### src/core/pcrc_pkg.sv
package pcrc_pkg;

	// ==========================================================
	// Widths and field layouts.
	// ==========================================================
	localparam int DATA_W   = 16;             // Data port and feedback register width.
	localparam int LEN_W    = 4;              // Length-minus-one field width.
	localparam int CNT_W    = 5;              // Word count width, holds up to 16.
	localparam int DEPTH_MAX = 16;            // Largest FIFO depth.
	localparam int PTR_W    = 4;              // FIFO pointer width.

	localparam logic [LEN_W-1:0] LEN_DEEP_LIMIT = 4'h7;  // Above this the FIFO is shallow.
	localparam logic [CNT_W-1:0] DEPTH_SHALLOW  = 5'h08; // Depth for long polynomials.
	localparam logic [CNT_W-1:0] DEPTH_DEEP     = 5'h10; // Depth for short polynomials.
	localparam logic [CNT_W-1:0] CNT_ZERO       = 5'h00; // Empty count.
	localparam logic [CNT_W-1:0] CNT_ONE        = 5'h01; // Count step and last-word count.
	localparam logic [LEN_W-1:0] LEN_FULL16     = 4'hF;  // Length code of a 16-bit polynomial.
	localparam logic [LEN_W-1:0] BIT_ZERO       = 4'h0;  // First bit index.

	// Reset values.
	localparam logic [DATA_W-1:0] CRC_RESET   = 16'h0000;
	localparam logic [DATA_W-1:1] TERMS_RESET = 15'h0000;

	// ==========================================================
	// Grouped control and status.
	// ==========================================================
	typedef struct packed {
		logic              shift_run;          // Start the serial shifter; clearing it does not stop a run before empty.
		logic              idle_halt_select;   // Halt in idle when set.
		logic [LEN_W-1:0]  poly_len_minus_one; // Polynomial length minus one.
		logic [DATA_W-1:1] poly_terms;         // Feedback term enables x^1..x^15.
	} pcrc_cfg_s;

	typedef struct packed {
		logic [CNT_W-1:0] fifo_word_count; // Valid words queued.
		logic             fifo_full_flag;  // Count at depth.
		logic             fifo_empty_flag; // Count at zero.
		logic             shifter_busy;    // Shifter is running.
	} pcrc_stat_s;

	typedef enum logic {PCRC_IDLE, PCRC_SHIFT} pcrc_state_e;

endpackage

### src/core/pcrc_core.sv
`timescale 1ns/1ns

// Operation
// - Terms from 15-bit mask, length minus one
// - x^0 always; x^16 always for 16-bit
// - Shifting waits for shift-run set
// - FIFO depth 8 above length 8, else 16
// - Word write increments word count
// - Start only when run and count nonzero
// - Decrement after word LSB; run to zero
// - One bit per clock, length cycles
// - Full flag when count reaches depth
// - Empty flag at zero, set after reset
// - Write when full wraps count, no interrupt
// - Interrupt only on count one to zero
// - Sleep freezes state, resumes later
// - Idle halts when select set, interrupt clears
// - Clearing run stops only after empty
module pcrc_core
(
	// Clock and reset.
	input  wire logic                       clk,
	input  wire logic                       nrst,
	// Configuration.
	input  wire pcrc_pkg::pcrc_cfg_s        cfg,
	// Data port write, one-cycle strobe with its word.
	input  wire logic                       data_wr,
	input  wire logic [pcrc_pkg::DATA_W-1:0] data_in,
	// Power states, levels from the clock controller.
	input  wire logic                       sleep_mode,
	input  wire logic                       idle_mode,
	// Results.
	output logic [pcrc_pkg::DATA_W-1:0]     data_port,
	output pcrc_pkg::pcrc_stat_s            stat,
	output logic                            crc_irq
);

	// ==========================================================
	// Depth selection.
	// ==========================================================
	// Depth follows the programmed length, used by count and pointers.
	function automatic logic [pcrc_pkg::CNT_W-1:0] depth_of(input logic [pcrc_pkg::LEN_W-1:0] len);
		depth_of = (len > pcrc_pkg::LEN_DEEP_LIMIT) ? pcrc_pkg::DEPTH_SHALLOW
			: pcrc_pkg::DEPTH_DEEP;
	endfunction

	// ==========================================================
	// State.
	// ==========================================================
	logic [pcrc_pkg::DATA_W-1:0] fifo_mem [pcrc_pkg::DEPTH_MAX]; // Queued words.
	logic [pcrc_pkg::PTR_W-1:0]  wr_ptr_reg, wr_ptr_next;       // Write pointer.
	logic [pcrc_pkg::PTR_W-1:0]  rd_ptr_reg, rd_ptr_next;       // Read pointer.
	logic [pcrc_pkg::CNT_W-1:0]  count_reg, count_next;         // Word count.
	logic [pcrc_pkg::DATA_W-1:0] crc_reg, crc_next;             // Feedback register.
	logic [pcrc_pkg::LEN_W-1:0]  bit_reg, bit_next;             // Bit index in word.
	pcrc_pkg::pcrc_state_e       state_reg, state_next;         // Shifter state.
	logic                        irq_reg, irq_next;             // Completion pulse.
	logic                        halted;                        // Module clocks gated.
	logic [pcrc_pkg::CNT_W-1:0]  depth;                         // Current depth.
	logic                        full;                          // Count at depth.
	logic                        in_bit;                        // Data bit shifted in.
	logic                        fb;                            // Feedback bit.
	logic [pcrc_pkg::DATA_W-1:0] cur_word;                      // Word being shifted.
	logic                        last_bit;                      // LSB of word reached.
	logic                        shift_en;                      // Shift this cycle.

	// Sleep, or idle with the halt select, freezes every register except the interrupt pulse, which clears.
	assign halted = sleep_mode | (idle_mode & cfg.idle_halt_select);
	assign depth  = depth_of(cfg.poly_len_minus_one);
	assign full   = (count_reg == depth);

	// ==========================================================
	// Shifter and count.
	// ==========================================================
	// Next-state logic for pointers, count, shifter and interrupt.
	always_comb
	begin
		wr_ptr_next = wr_ptr_reg;
		rd_ptr_next = rd_ptr_reg;
		count_next  = count_reg;
		crc_next    = crc_reg;
		bit_next    = bit_reg;
		state_next  = state_reg;
		irq_next    = 1'b0;
		cur_word    = fifo_mem[rd_ptr_reg];
		// Word bits are taken MSB first, from the programmed top bit down.
		in_bit      = cur_word[pcrc_pkg::LEN_W'(cfg.poly_len_minus_one - bit_reg)];
		fb          = crc_reg[cfg.poly_len_minus_one] ^ in_bit;
		last_bit    = (bit_reg == cfg.poly_len_minus_one);
		shift_en    = 1'b0;
		if (!halted)
		begin
			unique case (state_reg)
				pcrc_pkg::PCRC_IDLE:
				begin
					// Start only once software has set the run bit.
					if (cfg.shift_run && (count_reg != pcrc_pkg::CNT_ZERO))
						state_next = pcrc_pkg::PCRC_SHIFT;
				end
				pcrc_pkg::PCRC_SHIFT:
				begin
					// Keeps running after run clears until empty.
					if (count_reg == pcrc_pkg::CNT_ZERO)
						state_next = pcrc_pkg::PCRC_IDLE;
					else
						shift_en = 1'b1;
				end
			endcase
			if (shift_en)
			begin
				// Galois step: x^0 always, upper terms by mask.
				// Stages above the programmed length are kept clear, so a later,
				// longer polynomial starts from a clean register.
				for (int i = pcrc_pkg::DATA_W - 1; i > 0; i--)
				begin
					crc_next[i] = crc_reg[i-1] ^ (fb & cfg.poly_terms[i]);
					if (i > int'(cfg.poly_len_minus_one))
						crc_next[i] = 1'b0;
				end
				crc_next[0] = fb;
				if (last_bit)
				begin
					bit_next    = pcrc_pkg::BIT_ZERO;
					rd_ptr_next = rd_ptr_reg + 1'b1;
					count_next  = count_reg - pcrc_pkg::CNT_ONE;
					// Only the one-to-zero transition interrupts.
					irq_next    = (count_reg == pcrc_pkg::CNT_ONE) && !data_wr;
				end
				else
					bit_next = bit_reg + 1'b1;
			end
			if (data_wr)
			begin
				if (full)
				begin
					// Overflow wraps to empty, with no interrupt.
					count_next  = pcrc_pkg::CNT_ZERO;
					wr_ptr_next = rd_ptr_reg;
					rd_ptr_next = rd_ptr_reg;
					bit_next    = pcrc_pkg::BIT_ZERO;
					irq_next    = 1'b0;
				end
				else
				begin
					wr_ptr_next = wr_ptr_reg + 1'b1;
					// A write in the same cycle as a retire leaves the count level.
					count_next  = count_next + pcrc_pkg::CNT_ONE;
					if (count_next == pcrc_pkg::CNT_ONE)
						irq_next = 1'b0;
				end
			end
			// A shallow FIFO wraps its pointers at eight entries.
			if (depth == pcrc_pkg::DEPTH_SHALLOW)
			begin
				wr_ptr_next[pcrc_pkg::PTR_W-1] = 1'b0;
				rd_ptr_next[pcrc_pkg::PTR_W-1] = 1'b0;
			end
		end
	end

	// Registers; memory is written outside the reset branch so it maps to RAM.
	always_ff @(posedge clk or negedge nrst)
	begin
		if (!nrst)
		begin
			wr_ptr_reg <= '0;
			rd_ptr_reg <= '0;
			count_reg  <= pcrc_pkg::CNT_ZERO;
			crc_reg    <= pcrc_pkg::CRC_RESET;
			bit_reg    <= pcrc_pkg::BIT_ZERO;
			state_reg  <= pcrc_pkg::PCRC_IDLE;
			irq_reg    <= 1'b0;
		end
		else
		begin
			wr_ptr_reg <= wr_ptr_next;
			rd_ptr_reg <= rd_ptr_next;
			count_reg  <= count_next;
			crc_reg    <= crc_next;
			bit_reg    <= bit_next;
			state_reg  <= state_next;
			irq_reg    <= irq_next;
		end
	end

	// FIFO storage has no reset; only counted entries are ever read.
	always_ff @(posedge clk)
	begin
		if (data_wr && !halted && !full)
			fifo_mem[wr_ptr_reg] <= data_in;
	end

	// ==========================================================
	// Outputs.
	// ==========================================================
	assign data_port                = crc_reg;
	assign stat.fifo_word_count     = count_reg;
	assign stat.fifo_full_flag      = full;
	assign stat.fifo_empty_flag     = (count_reg == pcrc_pkg::CNT_ZERO);
	assign stat.shifter_busy        = (state_reg == pcrc_pkg::PCRC_SHIFT);
	assign crc_irq                  = irq_reg;

	// ==========================================================
	// Checks.
	// ==========================================================
	irq_on_drop_a: assert property (@(posedge clk) disable iff (!nrst)
		crc_irq |-> ($past(count_reg) == pcrc_pkg::CNT_ONE && count_reg == pcrc_pkg::CNT_ZERO))
		else $error("interrupt without count one to zero");
	no_start_a: assert property (@(posedge clk) disable iff (!nrst)
		(state_reg == pcrc_pkg::PCRC_IDLE && !cfg.shift_run)
		|=> (state_reg == pcrc_pkg::PCRC_IDLE && crc_reg == $past(crc_reg)))
		else $error("shifted without run bit");
	halt_hold_a: assert property (@(posedge clk) disable iff (!nrst)
		halted |=> (count_reg == $past(count_reg) && crc_reg == $past(crc_reg)))
		else $error("state moved while halted");
	overflow_wrap_a: assert property (@(posedge clk) disable iff (!nrst)
		(data_wr && full && !halted) |=> (count_reg == pcrc_pkg::CNT_ZERO && !crc_irq))
		else $error("overflow did not wrap");
	write_count_a: assert property (@(posedge clk) disable iff (!nrst)
		(data_wr && !full && !halted && !shift_en) |=> (count_reg == $past(count_reg) + 1'b1))
		else $error("write did not count");
	count_bound_a: assert property (@(posedge clk) disable iff (!nrst)
		count_reg <= depth_of(cfg.poly_len_minus_one) || $changed(cfg.poly_len_minus_one))
		else $error("count above depth");
	run_to_empty_a: assert property (@(posedge clk) disable iff (!nrst)
		(stat.shifter_busy && count_reg != pcrc_pkg::CNT_ZERO && !halted) |=> stat.shifter_busy)
		else $error("shifter stopped early");
	empty_flag_a: assert property (@(posedge clk) disable iff (!nrst)
		(shift_en && last_bit && count_reg == pcrc_pkg::CNT_ONE && !data_wr)
		|=> (stat.fifo_empty_flag && crc_irq))
		else $error("empty flag not set after last word");

endmodule // pcrc_core

### config.mk
export PLATFORM = sky130hd
export DESIGN_NAME = pcrc_core
export DESIGN_NICKNAME = d
export VERILOG_FILES = /design/src/core/pcrc_pkg.sv /design/src/core/pcrc_core.sv
export SDC_FILE = /design/constraint.sdc
export NUM_CORES = 1
export LEC_CHECK = 0
export ABC_AREA = 1
export BUFFER_PORTS_ARGS = -buffer_cell sky130_fd_sc_hd__clkbuf_2
export CAP_MARGIN = 20
export CORE_MARGIN = 5
export CORE_UTILIZATION = 35
export DETAILED_ROUTE_END_ITERATION = 12
export GPL_TIMING_DRIVEN = 0
export SLEW_MARGIN = 20
export SYNTH_ARGS = -nofsm -noshare
export SYNTH_HDL_FRONTEND = slang
export SYNTH_SLANG_ARGS = --single-unit
### constraint.sdc
create_clock -name clk -period 6.6 [get_ports clk]
set_input_delay 0.33 -clock clk [delete_from_list [all_inputs] [get_ports clk]]
set_output_delay 0.33 -clock clk [all_outputs]
set_load 0.05 [all_outputs]
==> run_summary.xml, run 1 <==
<?xml version="1.0" encoding="UTF-8"?>
<metrics>
  <group name="detailed_routing">
    <metric name="vias" unit="">9954</metric>
    <metric name="detail_route.wl_per_cell" unit="um">20.07</metric>
    <metric name="viasPerCell" unit="">5.131</metric>
    <metric name="detail_route.wirelength" unit="mm">38.93</metric>
    <metric name="route.antenna.remaining_nets" unit="">0</metric>
    <metric name="drtPass1Iterations" unit="">7</metric>
    <metric name="drtIter0Drc" unit="">1059</metric>
    <metric name="drc" unit="">0</metric>
  </group>
  <group name="clock_network">
    <metric name="cts.clk_slew.worst_paths" unit="ns">0.06</metric>
    <metric name="cts-htree-levels" unit="">2</metric>
    <metric name="cts_made_buffers" unit="">34</metric>
    <metric name="postCtsResizedCells" unit="">0</metric>
    <metric name="cts_tree" unit="">built</metric>
    <metric name="post-cts-setup-buffer-count" unit="">0</metric>
    <metric name="cts_root_buffer" unit="">sky130_fd_sc_hd__clkbuf_16</metric>
    <metric name="clock_latency" unit="ns">0.53</metric>
    <metric name="clock_path_buffers" unit="">3</metric>
    <metric name="cts-hold-fix-buffers" unit="">1</metric>
    <metric name="clock_sinks" unit="">291</metric>
  </group>
  <group name="final_layout">
    <metric name="nets" unit="">1463</metric>
    <metric name="seq_area" unit="mm^2">0.008563</metric>
    <metric name="antennaDiodeCount" unit="">0</metric>
    <metric name="area.growth.synth_to_final" unit="%">16.18</metric>
    <metric name="stdcell_count" unit="">1940</metric>
    <metric name="drive_gt1_share" unit="%">12.95</metric>
    <metric name="fillerInstances" unit="">3630</metric>
    <metric name="largest_register_ffs" unit="">256</metric>
    <metric name="multiInputGateArea" unit="mm^2">0.003901</metric>
  </group>
  <group name="yosys">
    <metric name="netlist-cell-type-count" unit="">40</metric>
    <metric name="synth_top_flop_cell" unit="">sky130_fd_sc_hd__edfxtp_1</metric>
    <metric name="seq_area_frac_synth" unit="%">64.21</metric>
    <metric name="count_of_yosys_warnings_during_synthesis" unit="">0</metric>
    <metric name="netlist_instances" unit="">1302</metric>
    <metric name="synth_nets" unit="">1359</metric>
    <metric name="async_flop_share" unit="%">12.03</metric>
    <metric name="number_of_synthesized_flops_with_an_enable_pin" unit="">256</metric>
    <metric name="postSynthAreaPerCell" unit="um^2">10.24</metric>
    <metric name="synth_area" unit="mm^2">0.01334</metric>
    <metric name="ys_ff_latch" unit="">291</metric>
  </group>
  <group name="power">
    <metric name="power.switching_fraction" unit="%">41.29</metric>
    <metric name="combPwrFrac" unit="%">39.9</metric>
    <metric name="power.internal" unit="mW">3.929</metric>
    <metric name="clockPowerShare" unit="%">26.7</metric>
    <metric name="seqPwrFrac" unit="%">33.5</metric>
    <metric name="worst_ir_drop_vdd" unit="uV">231.8</metric>
    <metric name="cellPowerDensity" unit="mW/mm^2">431.9</metric>
    <metric name="switchingPower" unit="mW">2.763</metric>
    <metric name="leakage" unit="nW">6.295</metric>
  </group>
  <group name="sta">
    <metric name="grt_setup_unrepaired" unit="">false</metric>
    <metric name="report.final.hold_viol_count" unit="">0</metric>
    <metric name="finalSetupViolations" unit="">0</metric>
    <metric name="timing.final.crit_share" unit="%">47.85</metric>
    <metric name="max_slew.worst_pin.slew" unit="ns">0.8831</metric>
    <metric name="period_needed" unit="ns">3.158</metric>
    <metric name="relSlewSlack" unit="%">41.13</metric>
    <metric name="final_worst_clock_skew" unit="ns">0.02083</metric>
    <metric name="drv_slew" unit="">0</metric>
    <metric name="setup_tns" unit="ns">0</metric>
    <metric name="fmax" unit="GHz">0.3167</metric>
  </group>
  <group name="placement">
    <metric name="numPlacedInstances" unit="">1879</metric>
    <metric name="gp_congestion" unit="">0.8632</metric>
    <metric name="placement.io_buffers" unit="">65</metric>
    <metric name="dpl.hpwl" unit="mm">24.41</metric>
  </group>
  <group name="setup_path">
    <metric name="reg2regPathDepth" unit="">15</metric>
    <metric name="path_common_cell" unit="">sky130_fd_sc_hd__nand3_1</metric>
    <metric name="timing.critical_path.cells" unit="">buf_2, inv_1, buf_1, nand3_1, nand3_1, nand3_1, nand3_1, nand3_1, nand3_2, nand2_2, nand2_4, buf_4, nand4_1, nand3_1, nand2_1</metric>
    <metric name="worst-path-max-fanout" unit="">10</metric>
    <metric name="cpPeakStageDelay" unit="ns">0.71</metric>
    <metric name="critPathKind" unit="">register to register</metric>
    <metric name="slowest_stage" unit="">sky130_fd_sc_hd__buf_1</metric>
    <metric name="required" unit="ns">7.01</metric>
    <metric name="crit_path_cell_count" unit="">15</metric>
    <metric name="crit_buf_inv" unit="">4</metric>
    <metric name="endpoint_arrival_time_on_the_critical_path" unit="ns">3.57</metric>
    <metric name="crit_path_end_kind" unit="">register</metric>
    <metric name="critical_path.top_delay_family" unit="">buffers and inverters</metric>
    <metric name="timing.critical_path.from_type" unit="">register</metric>
  </group>
  <group name="global_route">
    <metric name="first_pass_grt_wire_length" unit="mm">58.04</metric>
    <metric name="first_global_vias" unit="">9421</metric>
    <metric name="overflow" unit="">0</metric>
    <metric name="grt_antenna_before_repair" unit="">0</metric>
    <metric name="groute.usage.overall" unit="%">18.22</metric>
    <metric name="maximum_number_of_pins_on_one_net_before_global_route_repair" unit="">36</metric>
  </group>
  <group name="floorplan">
    <metric name="floorplan.initialDensity" unit="%">35.40</metric>
    <metric name="die_y_extent" unit="um">205.2</metric>
    <metric name="die_w" unit="um">205.2</metric>
    <metric name="core.rowCount" unit="">71</metric>
    <metric name="io_pins" unit="">67</metric>
    <metric name="dieArea" unit="mm^2">0.04211</metric>
    <metric name="core_region_area" unit="mm^2">0.03767</metric>
  </group>
  <group name="run">
    <metric name="maxCapViolCount" unit="">0</metric>
  </group>
  <group name="min_path">
    <metric name="timing.hold.worst_path_depth" unit="">3</metric>
    <metric name="worst_hold_path_type" unit="">input pin to register</metric>
  </group>
  <group name="status">
    <metric name="status" unit="">complete, no violations</metric>
  </group>
</metrics>
## power by group through the flow
stage	registers (mW)	clock network [mW]	logic, mW
final	2.24	1.78	2.67
after floorplan	2.42	0	1.59
after detailed placement	2.27	0	2.63
after global routing	2.26	1.89	2.88
after CTS	2.24	1.81	2.65
after global placement	2.27	0	2.59
## worst paths after layout
path                                           startpoint                   endpoint  slack, ns
worst max-delay path            rd_ptr_reg[2]$_DFFE_PN0P_  data_port[11]$_DFFE_PN0P_       3.44
worst min-delay path                              cfg[20]      state_reg$_DFFE_PN0N_        0.1
worst max register to register  rd_ptr_reg[2]$_DFFE_PN0P_  data_port[11]$_DFFE_PN0P_       3.44
worst min register to register      state_reg$_DFFE_PN0N_      state_reg$_DFFE_PN0N_       0.54
max in group asynchronous                            nrst  rd_ptr_reg[1]$_DFFE_PN0P_       5.92
min in group asynchronous                            nrst   data_port[5]$_DFFE_PN0P_       0.22
## layout by cell type, fill, tap and decap left out, drive strengths merged
master and n:
nor3 5, nand3 205, a211oi 1, a31oi 1, or3 1, a22oi 4
ha 14, o211ai 26, nor2 116, a21oi 14, o21a 1, dfrtp 35
a311oi 1, dlygate4sd3 1, nand2 281, o21ai 55, o221ai 1, buf 54
clkbuf 120, clkinv 14, o22ai 5, fa 1, and3 1, a32o 1
edfxtp 256, o32ai 3, nand4 18, xor2 12, inv 164, or2 16
bufinv 2
## tightest hold or removal path, delay by kind of cell
| family | cells | cell delay (ns) |
|---|---|---|
| buf+inv | 1 | 0.07 |
| compound gates | 2 | 0.18 |
## cell usage after synthesis, types with 5 or more instances
| master | instances | share of area (%) |
|---|---|---|
| sky130_fd_sc_hd__dfrtp_1 | 35 | 6.6 |
| sky130_fd_sc_hd__edfxtp_1 | 256 | 58 |
| sky130_fd_sc_hd__inv_1 | 158 | 4.4 |
| sky130_fd_sc_hd__nor2_1 | 115 | 3.2 |
| sky130_fd_sc_hd__buf_1 | 6 | 0.17 |
| sky130_fd_sc_hd__xor2_1 | 12 | 0.79 |
| sky130_fd_sc_hd__nand3_1 | 201 | 7.5 |
| sky130_fd_sc_hd__buf_2 | 28 | 1.1 |
| sky130_fd_sc_hd__o211ai_1 | 26 | 1.5 |
| sky130_fd_sc_hd__nand4_1 | 18 | 0.84 |
| sky130_fd_sc_hd__a21oi_1 | 14 | 0.53 |
| sky130_fd_sc_hd__ha_1 | 14 | 1.3 |
| sky130_fd_sc_hd__o22ai_1 | 5 | 0.23 |
| sky130_fd_sc_hd__or2_1 | 16 | 0.75 |
| sky130_fd_sc_hd__buf_6 | 7 | 0.59 |
| sky130_fd_sc_hd__o21ai_0 | 51 | 1.9 |
| sky130_fd_sc_hd__nand2_1 | 279 | 7.9 |
| sky130_fd_sc_hd__clkbuf_1 | 12 | 0.34 |
| sky130_fd_sc_hd__buf_4 | 11 | 0.62 |
## metrics by stage
step / power, mW / hold WS (ns) / area (um^2) / worst slack (ns) / util [%]
detailed placement: 4.906 / 0.5336 / 14430 / 3.261 / 38.31
CTS: 6.691 / 0.09133 / 15470 / 3.493 / 41.08
floorplan: 4.008 / 0.03441 / 13340 / 3.107 / -
finish: 6.692 / 0.09880 / 15490 / 3.442 / 41.13
global placement: 4.862 / 0.5121 / 14300 / 2.548 / 37.97
global route: 7.032 / 0.1373 / 15490 / 3.352 / 41.13
## logic make-up (layout without fill, tap and decap cells)
logic type	after synthesis	count (layout)	synth area share, %
XOR/XNOR	12	12	0.7881
AND/OR/NAND/NOR	643	643	21.06
buffers and inverters	228	355	7.393
adder cells (fa/ha/maj)	15	15	1.464
flip-flops	291	291	64.21
AO/OA/AOI/OAI	113	113	5.076
## metal layers
layer	global-route usage, %	part of all wire, %
met1	24.98	42
met4	5.502	2.3
met5	0	0
met3	2.916	8.0
met2	30.03	47
## area by class of cell
class / instances / area share, %
timing repair buffer: 68 / 2.390
clock buffer: 42 / 5.685
sequential: 291 / 55.27
tap: 511 / 4.127
multi-input combinational: 783 / 25.18
inverter: 163 / 3.949
clock inverter: 17 / 0.9852
buffer: 65 / 2.415
Power figures use the tool's default switching activity.
==> run 2: changes to the inputs <==
==> constraint.sdc (replaced) <==
create_clock -name clk -period 2.6 [get_ports clk]
set_input_delay 0.13 -clock clk [delete_from_list [all_inputs] [get_ports clk]]
set_output_delay 0.13 -clock clk [all_outputs]
set_load 0.05 [all_outputs]
==> run 2 against run 1 <==
Effect of this change:
- sequential power rose to 2.5 times the previous value
- highest routed layer unchanged
- final cell count is 2.0% higher
- clock power grew to 2.6 times the previous value
- sequential share of layout area fell by 2.4 points
- critical path type unchanged
==> run_summary.xml, run 2 (synthesis results as in run 1) <==
<?xml version="1.0" encoding="UTF-8"?>
<metrics>
  <group name="status">
    <metric name="status" unit="">complete, no violations</metric>
  </group>
  <group name="final_layout">
    <metric name="drive_gt1_share" unit="%">17.31</metric>
    <metric name="mostFrequentLayoutCells" unit="">276 x sky130_fd_sc_hd__nand2_1, 256 x sky130_fd_sc_hd__edfxtp_1, 196 x sky130_fd_sc_hd__nand3_1, 153 x sky130_fd_sc_hd__inv_1, 98 x sky130_fd_sc_hd__nor2_1</metric>
    <metric name="seq_area" unit="mm^2">0.008572</metric>
    <metric name="post-route-util" unit="%">43.07</metric>
    <metric name="stdcell_count" unit="">1978</metric>
    <metric name="antennaDiodeCount" unit="">0</metric>
    <metric name="fillerInstances" unit="">3604</metric>
    <metric name="nets" unit="">1498</metric>
    <metric name="layout.cells.most_common" unit="">sky130_fd_sc_hd__nand2_1</metric>
    <metric name="area.growth.synth_to_final" unit="%">21.66</metric>
    <metric name="largest_register_ffs" unit="">256</metric>
    <metric name="multiInputGateArea" unit="mm^2">0.004036</metric>
  </group>
  <group name="power">
    <metric name="power.switching_fraction" unit="%">41.07</metric>
    <metric name="seqPwrFrac" unit="%">32.2</metric>
    <metric name="worst_ir_drop_vdd" unit="uV">512.0</metric>
    <metric name="power.internal" unit="mW">10.44</metric>
    <metric name="switchingPower" unit="mW">7.275</metric>
    <metric name="combPwrFrac" unit="%">41.8</metric>
    <metric name="cellPowerDensity" unit="mW/mm^2">1092</metric>
    <metric name="leakage" unit="nW">6.568</metric>
    <metric name="clockPowerShare" unit="%">25.9</metric>
  </group>
  <group name="setup_path">
    <metric name="worst-path-max-fanout" unit="">16</metric>
    <metric name="crit_path_end_kind" unit="">register</metric>
    <metric name="required" unit="ns">2.73</metric>
    <metric name="endpoint_arrival_time_on_the_critical_path" unit="ns">2.69</metric>
    <metric name="critical_path.top_delay_family" unit="">simple AND/OR/NAND/NOR gates</metric>
    <metric name="timing.critical_path.from_type" unit="">register</metric>
    <metric name="crit_buf_inv" unit="">3</metric>
    <metric name="timing.critical_path.cells" unit="">inv_2, ha_1, inv_1, nor2_1, nand3_2, nand2_1, inv_1, nand2_1, nor2_4</metric>
    <metric name="critPathKind" unit="">register to register</metric>
    <metric name="slowest_stage" unit="">sky130_fd_sc_hd__nor2_4</metric>
    <metric name="cpPeakStageDelay" unit="ns">0.66</metric>
  </group>
  <group name="global_route">
    <metric name="first_global_vias" unit="">9629</metric>
    <metric name="grt_busiest_layer" unit="">met2</metric>
    <metric name="use_met1" unit="%">25.07</metric>
    <metric name="grt_antenna_before_repair" unit="">0</metric>
    <metric name="groute.layer.met2.usage" unit="%">30.25</metric>
    <metric name="globalRouteMet3Util" unit="%">2.348</metric>
    <metric name="maximum_number_of_pins_on_one_net_before_global_route_repair" unit="">36</metric>
    <metric name="groute.usage.overall" unit="%">18.29</metric>
    <metric name="overflow" unit="">0</metric>
    <metric name="first_pass_grt_wire_length" unit="mm">58.22</metric>
  </group>
  <group name="sta">
    <metric name="fmax" unit="GHz">0.3903</metric>
    <metric name="max_slew.worst_pin.slew" unit="ns">0.8907</metric>
    <metric name="timing.final.crit_share" unit="%">98.55</metric>
    <metric name="drv_slew" unit="">0</metric>
    <metric name="relSlewSlack" unit="%">40.62</metric>
    <metric name="final_worst_clock_skew" unit="ns">0.02479</metric>
    <metric name="report.final.hold_viol_count" unit="">0</metric>
    <metric name="whs" unit="ns">0.01465</metric>
    <metric name="period_needed" unit="ns">2.562</metric>
    <metric name="finalSetupViolations" unit="">0</metric>
    <metric name="grt_setup_unrepaired" unit="">true</metric>
  </group>
  <group name="clock_network">
    <metric name="cts.clk_slew.worst_paths" unit="ns">0.06</metric>
    <metric name="cts_made_buffers" unit="">34</metric>
    <metric name="clock_path_buffers" unit="">3</metric>
    <metric name="cts_root_buffer" unit="">sky130_fd_sc_hd__clkbuf_16</metric>
    <metric name="clock_latency" unit="ns">0.53</metric>
    <metric name="cts-htree-levels" unit="">2</metric>
    <metric name="cts_tree" unit="">built</metric>
    <metric name="clock_sinks" unit="">291</metric>
  </group>
  <group name="min_path">
    <metric name="worst_hold_path_type" unit="">input pin to register</metric>
  </group>
  <group name="floorplan">
    <metric name="core_region_area" unit="mm^2">0.03767</metric>
    <metric name="floorplan.initialDensity" unit="%">35.40</metric>
    <metric name="dieArea" unit="mm^2">0.04211</metric>
    <metric name="core.rowCount" unit="">71</metric>
    <metric name="die_w" unit="um">205.2</metric>
    <metric name="io_pins" unit="">67</metric>
    <metric name="die_y_extent" unit="um">205.2</metric>
  </group>
  <group name="placement">
    <metric name="dpl.hpwl" unit="mm">24.34</metric>
    <metric name="numPlacedInstances" unit="">1880</metric>
    <metric name="placement.io_buffers" unit="">65</metric>
    <metric name="gp_congestion" unit="">0.8618</metric>
  </group>
  <group name="run">
    <metric name="maxCapViolCount" unit="">0</metric>
  </group>
  <group name="detailed_routing">
    <metric name="detail_route.wirelength" unit="mm">39.72</metric>
    <metric name="drtPass1Iterations" unit="">5</metric>
    <metric name="vias" unit="">10100</metric>
    <metric name="viasPerCell" unit="">5.105</metric>
    <metric name="drc" unit="">0</metric>
    <metric name="detail_route.wl_per_cell" unit="um">20.08</metric>
    <metric name="drtIter0Drc" unit="">973</metric>
    <metric name="route.antenna.remaining_nets" unit="">0</metric>
  </group>
</metrics>
-- run 2: cell count changes in the layout (fill, tap and decap cells not counted), moves of 5 or more --
cell | before | now
sky130_fd_sc_hd__buf_4 | 11 | 28
sky130_fd_sc_hd__buf_2 | 28 | 12
sky130_fd_sc_hd__clkinv_1 | 9 | 3
sky130_fd_sc_hd__buf_6 | 7 | 20
sky130_fd_sc_hd__inv_1 | 158 | 153
sky130_fd_sc_hd__dfrtp_2 | 0 | 7
sky130_fd_sc_hd__dlygate4sd3_1 | 1 | 19
sky130_fd_sc_hd__buf_1 | 6 | 0
sky130_fd_sc_hd__dfrtp_1 | 35 | 28
sky130_fd_sc_hd__nand3_1 | 201 | 196
sky130_fd_sc_hd__buf_12 | 1 | 8
sky130_fd_sc_hd__clkbuf_1 | 20 | 15
sky130_fd_sc_hd__clkbuf_4 | 0 | 6
-- run 2: power groups by stage --
stage          clock network (mW)  registers (mW)  logic [mW]
3_3_place_gp                    0            5.78        6.58
2_1_floorplan                   0            6.14        4.06
3_5_place_dp                    0            5.78        6.71
4_1_cts                      4.61            5.69        6.89
6_report                     4.59            5.71        7.41
5_1_grt                      4.83            5.74        7.98
-- run 2: worst reg2reg max path: stages, from the launching register on --
cell                      delay [ns]
sky130_fd_sc_hd__dfrtp_2        0.42
sky130_fd_sc_hd__inv_2          0.07
sky130_fd_sc_hd__ha_1           0.17
sky130_fd_sc_hd__inv_1          0.12
sky130_fd_sc_hd__nor2_1         0.07
sky130_fd_sc_hd__nand3_2        0.19
sky130_fd_sc_hd__nand2_1        0.09
sky130_fd_sc_hd__inv_1          0.13
sky130_fd_sc_hd__nand2_1        0.25
sky130_fd_sc_hd__nor2_4         0.66
-- run 2: final timing paths --
path / startpoint / endpoint / slack [ns] / cells after the start
min in group asynchronous: nrst / data_port[4]$_DFFE_PN0P_ / 0.26 / 2
hold reg to reg: data_port[10]$_DFFE_PN0P_ / data_port[10]$_DFFE_PN0P_ / 0.54 / 2
hold / removal: data_in[6] / fifo_mem[3][6]$_DFFE_PP_ / 0.01 / 1
setup reg to reg: count_reg[1]$_DFFE_PN0N_ / fifo_mem[14][2]$_DFFE_PP_ / 0.04 / 9
setup / recovery: count_reg[1]$_DFFE_PN0N_ / fifo_mem[14][2]$_DFFE_PP_ / 0.04 / 9
max in group asynchronous: nrst / rd_ptr_reg[0]$_DFFE_PN0P_ / 1.70 / 2
-- run 2: per-layer routing --
layer | wire length (um) | part of all wire [%] | vias to the layer above
li1 | - | - | 4691
met1 | 16940 | 43 | 4914
met2 | 18770 | 47 | 422
met3 | 2850 | 7.2 | 70
met4 | 1148 | 2.9 | 0
met5 | 0 | 0 | -
-- run 2: area by class of cell --
type | instances | share of cell area (%)
Clock inverter | 14 | 0.7558
Tap cell | 511 | 3.941
Clock buffer | 48 | 5.761
Timing Repair Buffer | 104 | 4.743
Multi-Input combinational cell | 783 | 24.88
Buffer | 64 | 3.224
Inverter | 163 | 3.856
Sequential cell | 291 | 52.84
-- run 2: timing repair --
item,4_1_cts,5_1_grt
endpoints found under the setup margin,24,49
cloned,0,1
hold buffers,19,0
buffers inserted,2,15
pin swaps,0,9
gates resized for setup,35,83
endpoints found under the hold margin,55,0
-- run 2: metrics by stage --
step           setup WS (ns)  power [mW]  TNS (ns)  area, um^2
2_1_floorplan        0.03644       10.20         0       13350
3_3_place_gp          -1.308       12.36   -311.01       14320
3_5_place_dp         -0.5436       12.49    -94.17       14470
4_1_cts             0.008789       17.19         0       15790
5_1_grt             -0.04339       18.56    -1.143       16220
6_report             0.03780       17.71         0       16220
==> run 3: changes to the inputs <==
--- a/config.mk
+++ b/config.mk
@@ -12,6 +12,7 @@
 export CORE_UTILIZATION = 35
 export DETAILED_ROUTE_END_ITERATION = 12
 export GPL_TIMING_DRIVEN = 0
+export MAX_ROUTING_LAYER = met4
 export SLEW_MARGIN = 20
 export SYNTH_ARGS = -nofsm -noshare
 export SYNTH_HDL_FRONTEND = slang
==> run 3 against run 2 <==
Effect of this change:
- die area unchanged
- setup slack lost 0.0042 ns
- wire length rose by 1.3%
- sequential share of layout area fell by 0.75 points
- cell area rose by 1.4%
- total power up 1.3%
- combinational power up 6.5%
- core utilization increased by 0.62 points
- critical path type unchanged
- critical endpoint is now fifo_mem[14][1]$_DFFE_PP_
- largest cell class unchanged
- largest power group unchanged
==> run_summary.xml, run 3 (synthesis results as in run 1) <==
<?xml version="1.0" encoding="UTF-8"?>
<metrics>
  <group name="clock_network">
    <metric name="cts_made_buffers" unit="">31</metric>
    <metric name="cts-htree-levels" unit="">1</metric>
    <metric name="clock_path_buffers" unit="">3</metric>
    <metric name="cts_root_buffer" unit="">sky130_fd_sc_hd__clkbuf_16</metric>
    <metric name="cts.clk_slew.worst_paths" unit="ns">0.06</metric>
    <metric name="cts_tree" unit="">built</metric>
    <metric name="clock_sinks" unit="">291</metric>
    <metric name="clock_latency" unit="ns">0.58</metric>
  </group>
  <group name="power">
    <metric name="leakage" unit="nW">6.659</metric>
    <metric name="cellPowerDensity" unit="mW/mm^2">1090</metric>
    <metric name="worst_ir_drop_vdd" unit="uV">714.7</metric>
  </group>
  <group name="status">
    <metric name="status" unit="">complete, no violations</metric>
  </group>
  <group name="detailed_routing">
    <metric name="route.antenna.remaining_nets" unit="">0</metric>
    <metric name="drc" unit="">0</metric>
    <metric name="detail_route.wirelength" unit="mm">40.24</metric>
    <metric name="vias" unit="">10160</metric>
    <metric name="detail_route.wl_per_cell" unit="um">20.26</metric>
    <metric name="viasPerCell" unit="">5.113</metric>
    <metric name="drtPass1Iterations" unit="">5</metric>
    <metric name="drtIter0Drc" unit="">891</metric>
  </group>
  <group name="sta">
    <metric name="relSlewSlack" unit="%">39.18</metric>
    <metric name="report.final.hold_viol_count" unit="">0</metric>
    <metric name="whs" unit="ns">0.02818</metric>
    <metric name="period_needed" unit="ns">2.566</metric>
    <metric name="finalSetupViolations" unit="">0</metric>
    <metric name="max_slew.worst_pin.slew" unit="ns">0.9123</metric>
    <metric name="grt_setup_unrepaired" unit="">true</metric>
    <metric name="fmax" unit="GHz">0.3897</metric>
    <metric name="timing.final.crit_share" unit="%">98.71</metric>
    <metric name="final_worst_clock_skew" unit="ns">0.01515</metric>
    <metric name="drv_slew" unit="">0</metric>
  </group>
  <group name="floorplan">
    <metric name="dieArea" unit="mm^2">0.04211</metric>
    <metric name="floorplan.initialDensity" unit="%">35.40</metric>
    <metric name="die_w" unit="um">205.2</metric>
    <metric name="core_region_area" unit="mm^2">0.03767</metric>
    <metric name="die_y_extent" unit="um">205.2</metric>
    <metric name="io_pins" unit="">67</metric>
    <metric name="core.rowCount" unit="">71</metric>
  </group>
  <group name="min_path">
    <metric name="timing.hold.worst_path_depth" unit="">1</metric>
    <metric name="holdPathEnd" unit="">fifo_mem[6][9]$_DFFE_PP_</metric>
    <metric name="holdCritStartpoint" unit="">data_in[9]</metric>
    <metric name="worst_hold_path_type" unit="">input pin to register</metric>
  </group>
  <group name="setup_path">
    <metric name="reg_to_reg_setup_timing_slack" unit="ns">0.03</metric>
    <metric name="crit_buf_inv" unit="">3</metric>
    <metric name="endpoint_arrival_time_on_the_critical_path" unit="ns">2.77</metric>
    <metric name="slowest_stage" unit="">sky130_fd_sc_hd__nor2_4</metric>
    <metric name="crit-reg2reg-launch" unit="">count_reg[1]$_DFFE_PN0N_</metric>
    <metric name="reg2regPathDepth" unit="">9</metric>
    <metric name="crit_path_end_kind" unit="">register</metric>
    <metric name="cpPeakStageDelay" unit="ns">0.67</metric>
    <metric name="critical_path.top_delay_family" unit="">simple AND/OR/NAND/NOR gates</metric>
    <metric name="timing.critical_path.from_type" unit="">register</metric>
    <metric name="worst-path-max-fanout" unit="">16</metric>
    <metric name="timing.critical_path.cells" unit="">inv_2, ha_1, inv_1, nor2_1, nand3_2, nand2_1, inv_1, nand2_1, nor2_4</metric>
    <metric name="critPathKind" unit="">register to register</metric>
    <metric name="worstReg2RegEnd" unit="">fifo_mem[14][1]$_DFFE_PP_</metric>
    <metric name="required" unit="ns">2.80</metric>
  </group>
  <group name="final_layout">
    <metric name="nets" unit="">1508</metric>
    <metric name="stdcell_count" unit="">1986</metric>
    <metric name="seq_area" unit="mm^2">0.008572</metric>
    <metric name="antennaDiodeCount" unit="">0</metric>
    <metric name="multiInputGateArea" unit="mm^2">0.004084</metric>
    <metric name="mostFrequentLayoutCells" unit="">275 x sky130_fd_sc_hd__nand2_1, 256 x sky130_fd_sc_hd__edfxtp_1, 186 x sky130_fd_sc_hd__nand3_1, 153 x sky130_fd_sc_hd__inv_1, 97 x sky130_fd_sc_hd__nor2_1</metric>
    <metric name="fillerInstances" unit="">3535</metric>
    <metric name="largest_register_ffs" unit="">256</metric>
    <metric name="drive_gt1_share" unit="%">18.10</metric>
    <metric name="layout.cells.most_common" unit="">sky130_fd_sc_hd__nand2_1</metric>
    <metric name="area.growth.synth_to_final" unit="%">23.40</metric>
  </group>
  <group name="placement">
    <metric name="dpl.hpwl" unit="mm">24.36</metric>
    <metric name="placement.io_buffers" unit="">65</metric>
    <metric name="gp_congestion" unit="">0.8750</metric>
    <metric name="numPlacedInstances" unit="">1879</metric>
  </group>
  <group name="global_route">
    <metric name="overflow" unit="">0</metric>
    <metric name="groute.usage.overall" unit="%">18.90</metric>
    <metric name="first_global_vias" unit="">9668</metric>
    <metric name="grt_antenna_before_repair" unit="">0</metric>
    <metric name="first_pass_grt_wire_length" unit="mm">59.06</metric>
    <metric name="maximum_number_of_pins_on_one_net_before_global_route_repair" unit="">36</metric>
  </group>
  <group name="run">
    <metric name="maxCapViolCount" unit="">0</metric>
  </group>
</metrics>
[run 3: cell types whose count changed in the layout (fill, tap and decap cells not counted), sizes merged]
cell and change:
dlygate4sd3 +9, clkinv +3, bufinv +2, clkbuf -3, buf -2, inv -1
[run 3: worst max-delay path by stage]
stage,from,end,slack (ns),cells after the start
after global routing,count_reg[1]$_DFFE_PN0N_,fifo_mem[11][0]$_DFFE_PP_,-0.1,9
after floorplan,count_reg[0]$_DFFE_PN0N_,count_reg[4]$_DFFE_PN0N_,0.04,13
after global placement,idle_mode,fifo_mem[2][15]$_DFFE_PP_,-1.32,9
after CTS,rd_ptr_reg[1]$_DFFE_PN0P_,data_port[14]$_DFFE_PN0P_,0.02,17
final,count_reg[1]$_DFFE_PN0N_,fifo_mem[14][1]$_DFFE_PP_,0.03,9
after detailed placement,cfg[15],rd_ptr_reg[3]$_DFFE_PN0P_,-0.52,13
[run 3: layout make-up]
type | count | share of cell area (%)
sequential | 291 | 52.09
timing repair buffer | 117 | 5.953
buffer | 64 | 3.452
inverter | 163 | 3.817
multi-input combinational | 783 | 24.82
clock buffer | 39 | 4.897
clock inverter | 18 | 1.087
tap | 511 | 3.885
[run 3: layer usage]
layer / vias to the layer above / GRT usage, % / share of wire (%) / routed length (um)
li1: 4715 / - / - / -
met1: 4848 / 25.41 / 42 / 16760
met2: 506 / 30.60 / 46 / 18640
met3: 86 / 2.427 / 8.7 / 3492
met4: 0 / 5.072 / 3.4 / 1351
met5: - / - / 0 / 0
[run 3: metrics by stage]
stage	setup WS (ns)	instance area [um^2]	TNS, ns	total power [mW]	util [%]
after CTS	0.02016	15820	0	17.01	41.99
after global placement	-1.319	14320	-316.41	12.38	38.01
final	0.03360	16460	0	17.94	43.69
after detailed placement	-0.5206	14460	-101.59	12.50	38.39
after global routing	-0.09716	16460	-5.046	18.80	43.69
after floorplan	0.03644	13350	0	10.20	-
[run 3: repair_timing]
action / 4_1_cts / 5_1_grt
endpoints found under the hold margin: 179 / 0
setup endpoints to repair: 24 / 156
buffers inserted: 4 / 14
pin swaps: 1 / 29
hold buffers: 28 / 0
gates cloned: 0 / 5
gates resized for setup: 37 / 103
[run 3: where the power goes]
part / leakage (nW) / internal, mW / switching [mW]
clock: 0.479 / 2.49 / 1.85
combinational: 3.44 / 2.71 / 5.18
sequential: 2.74 / 5.41 / 0.298
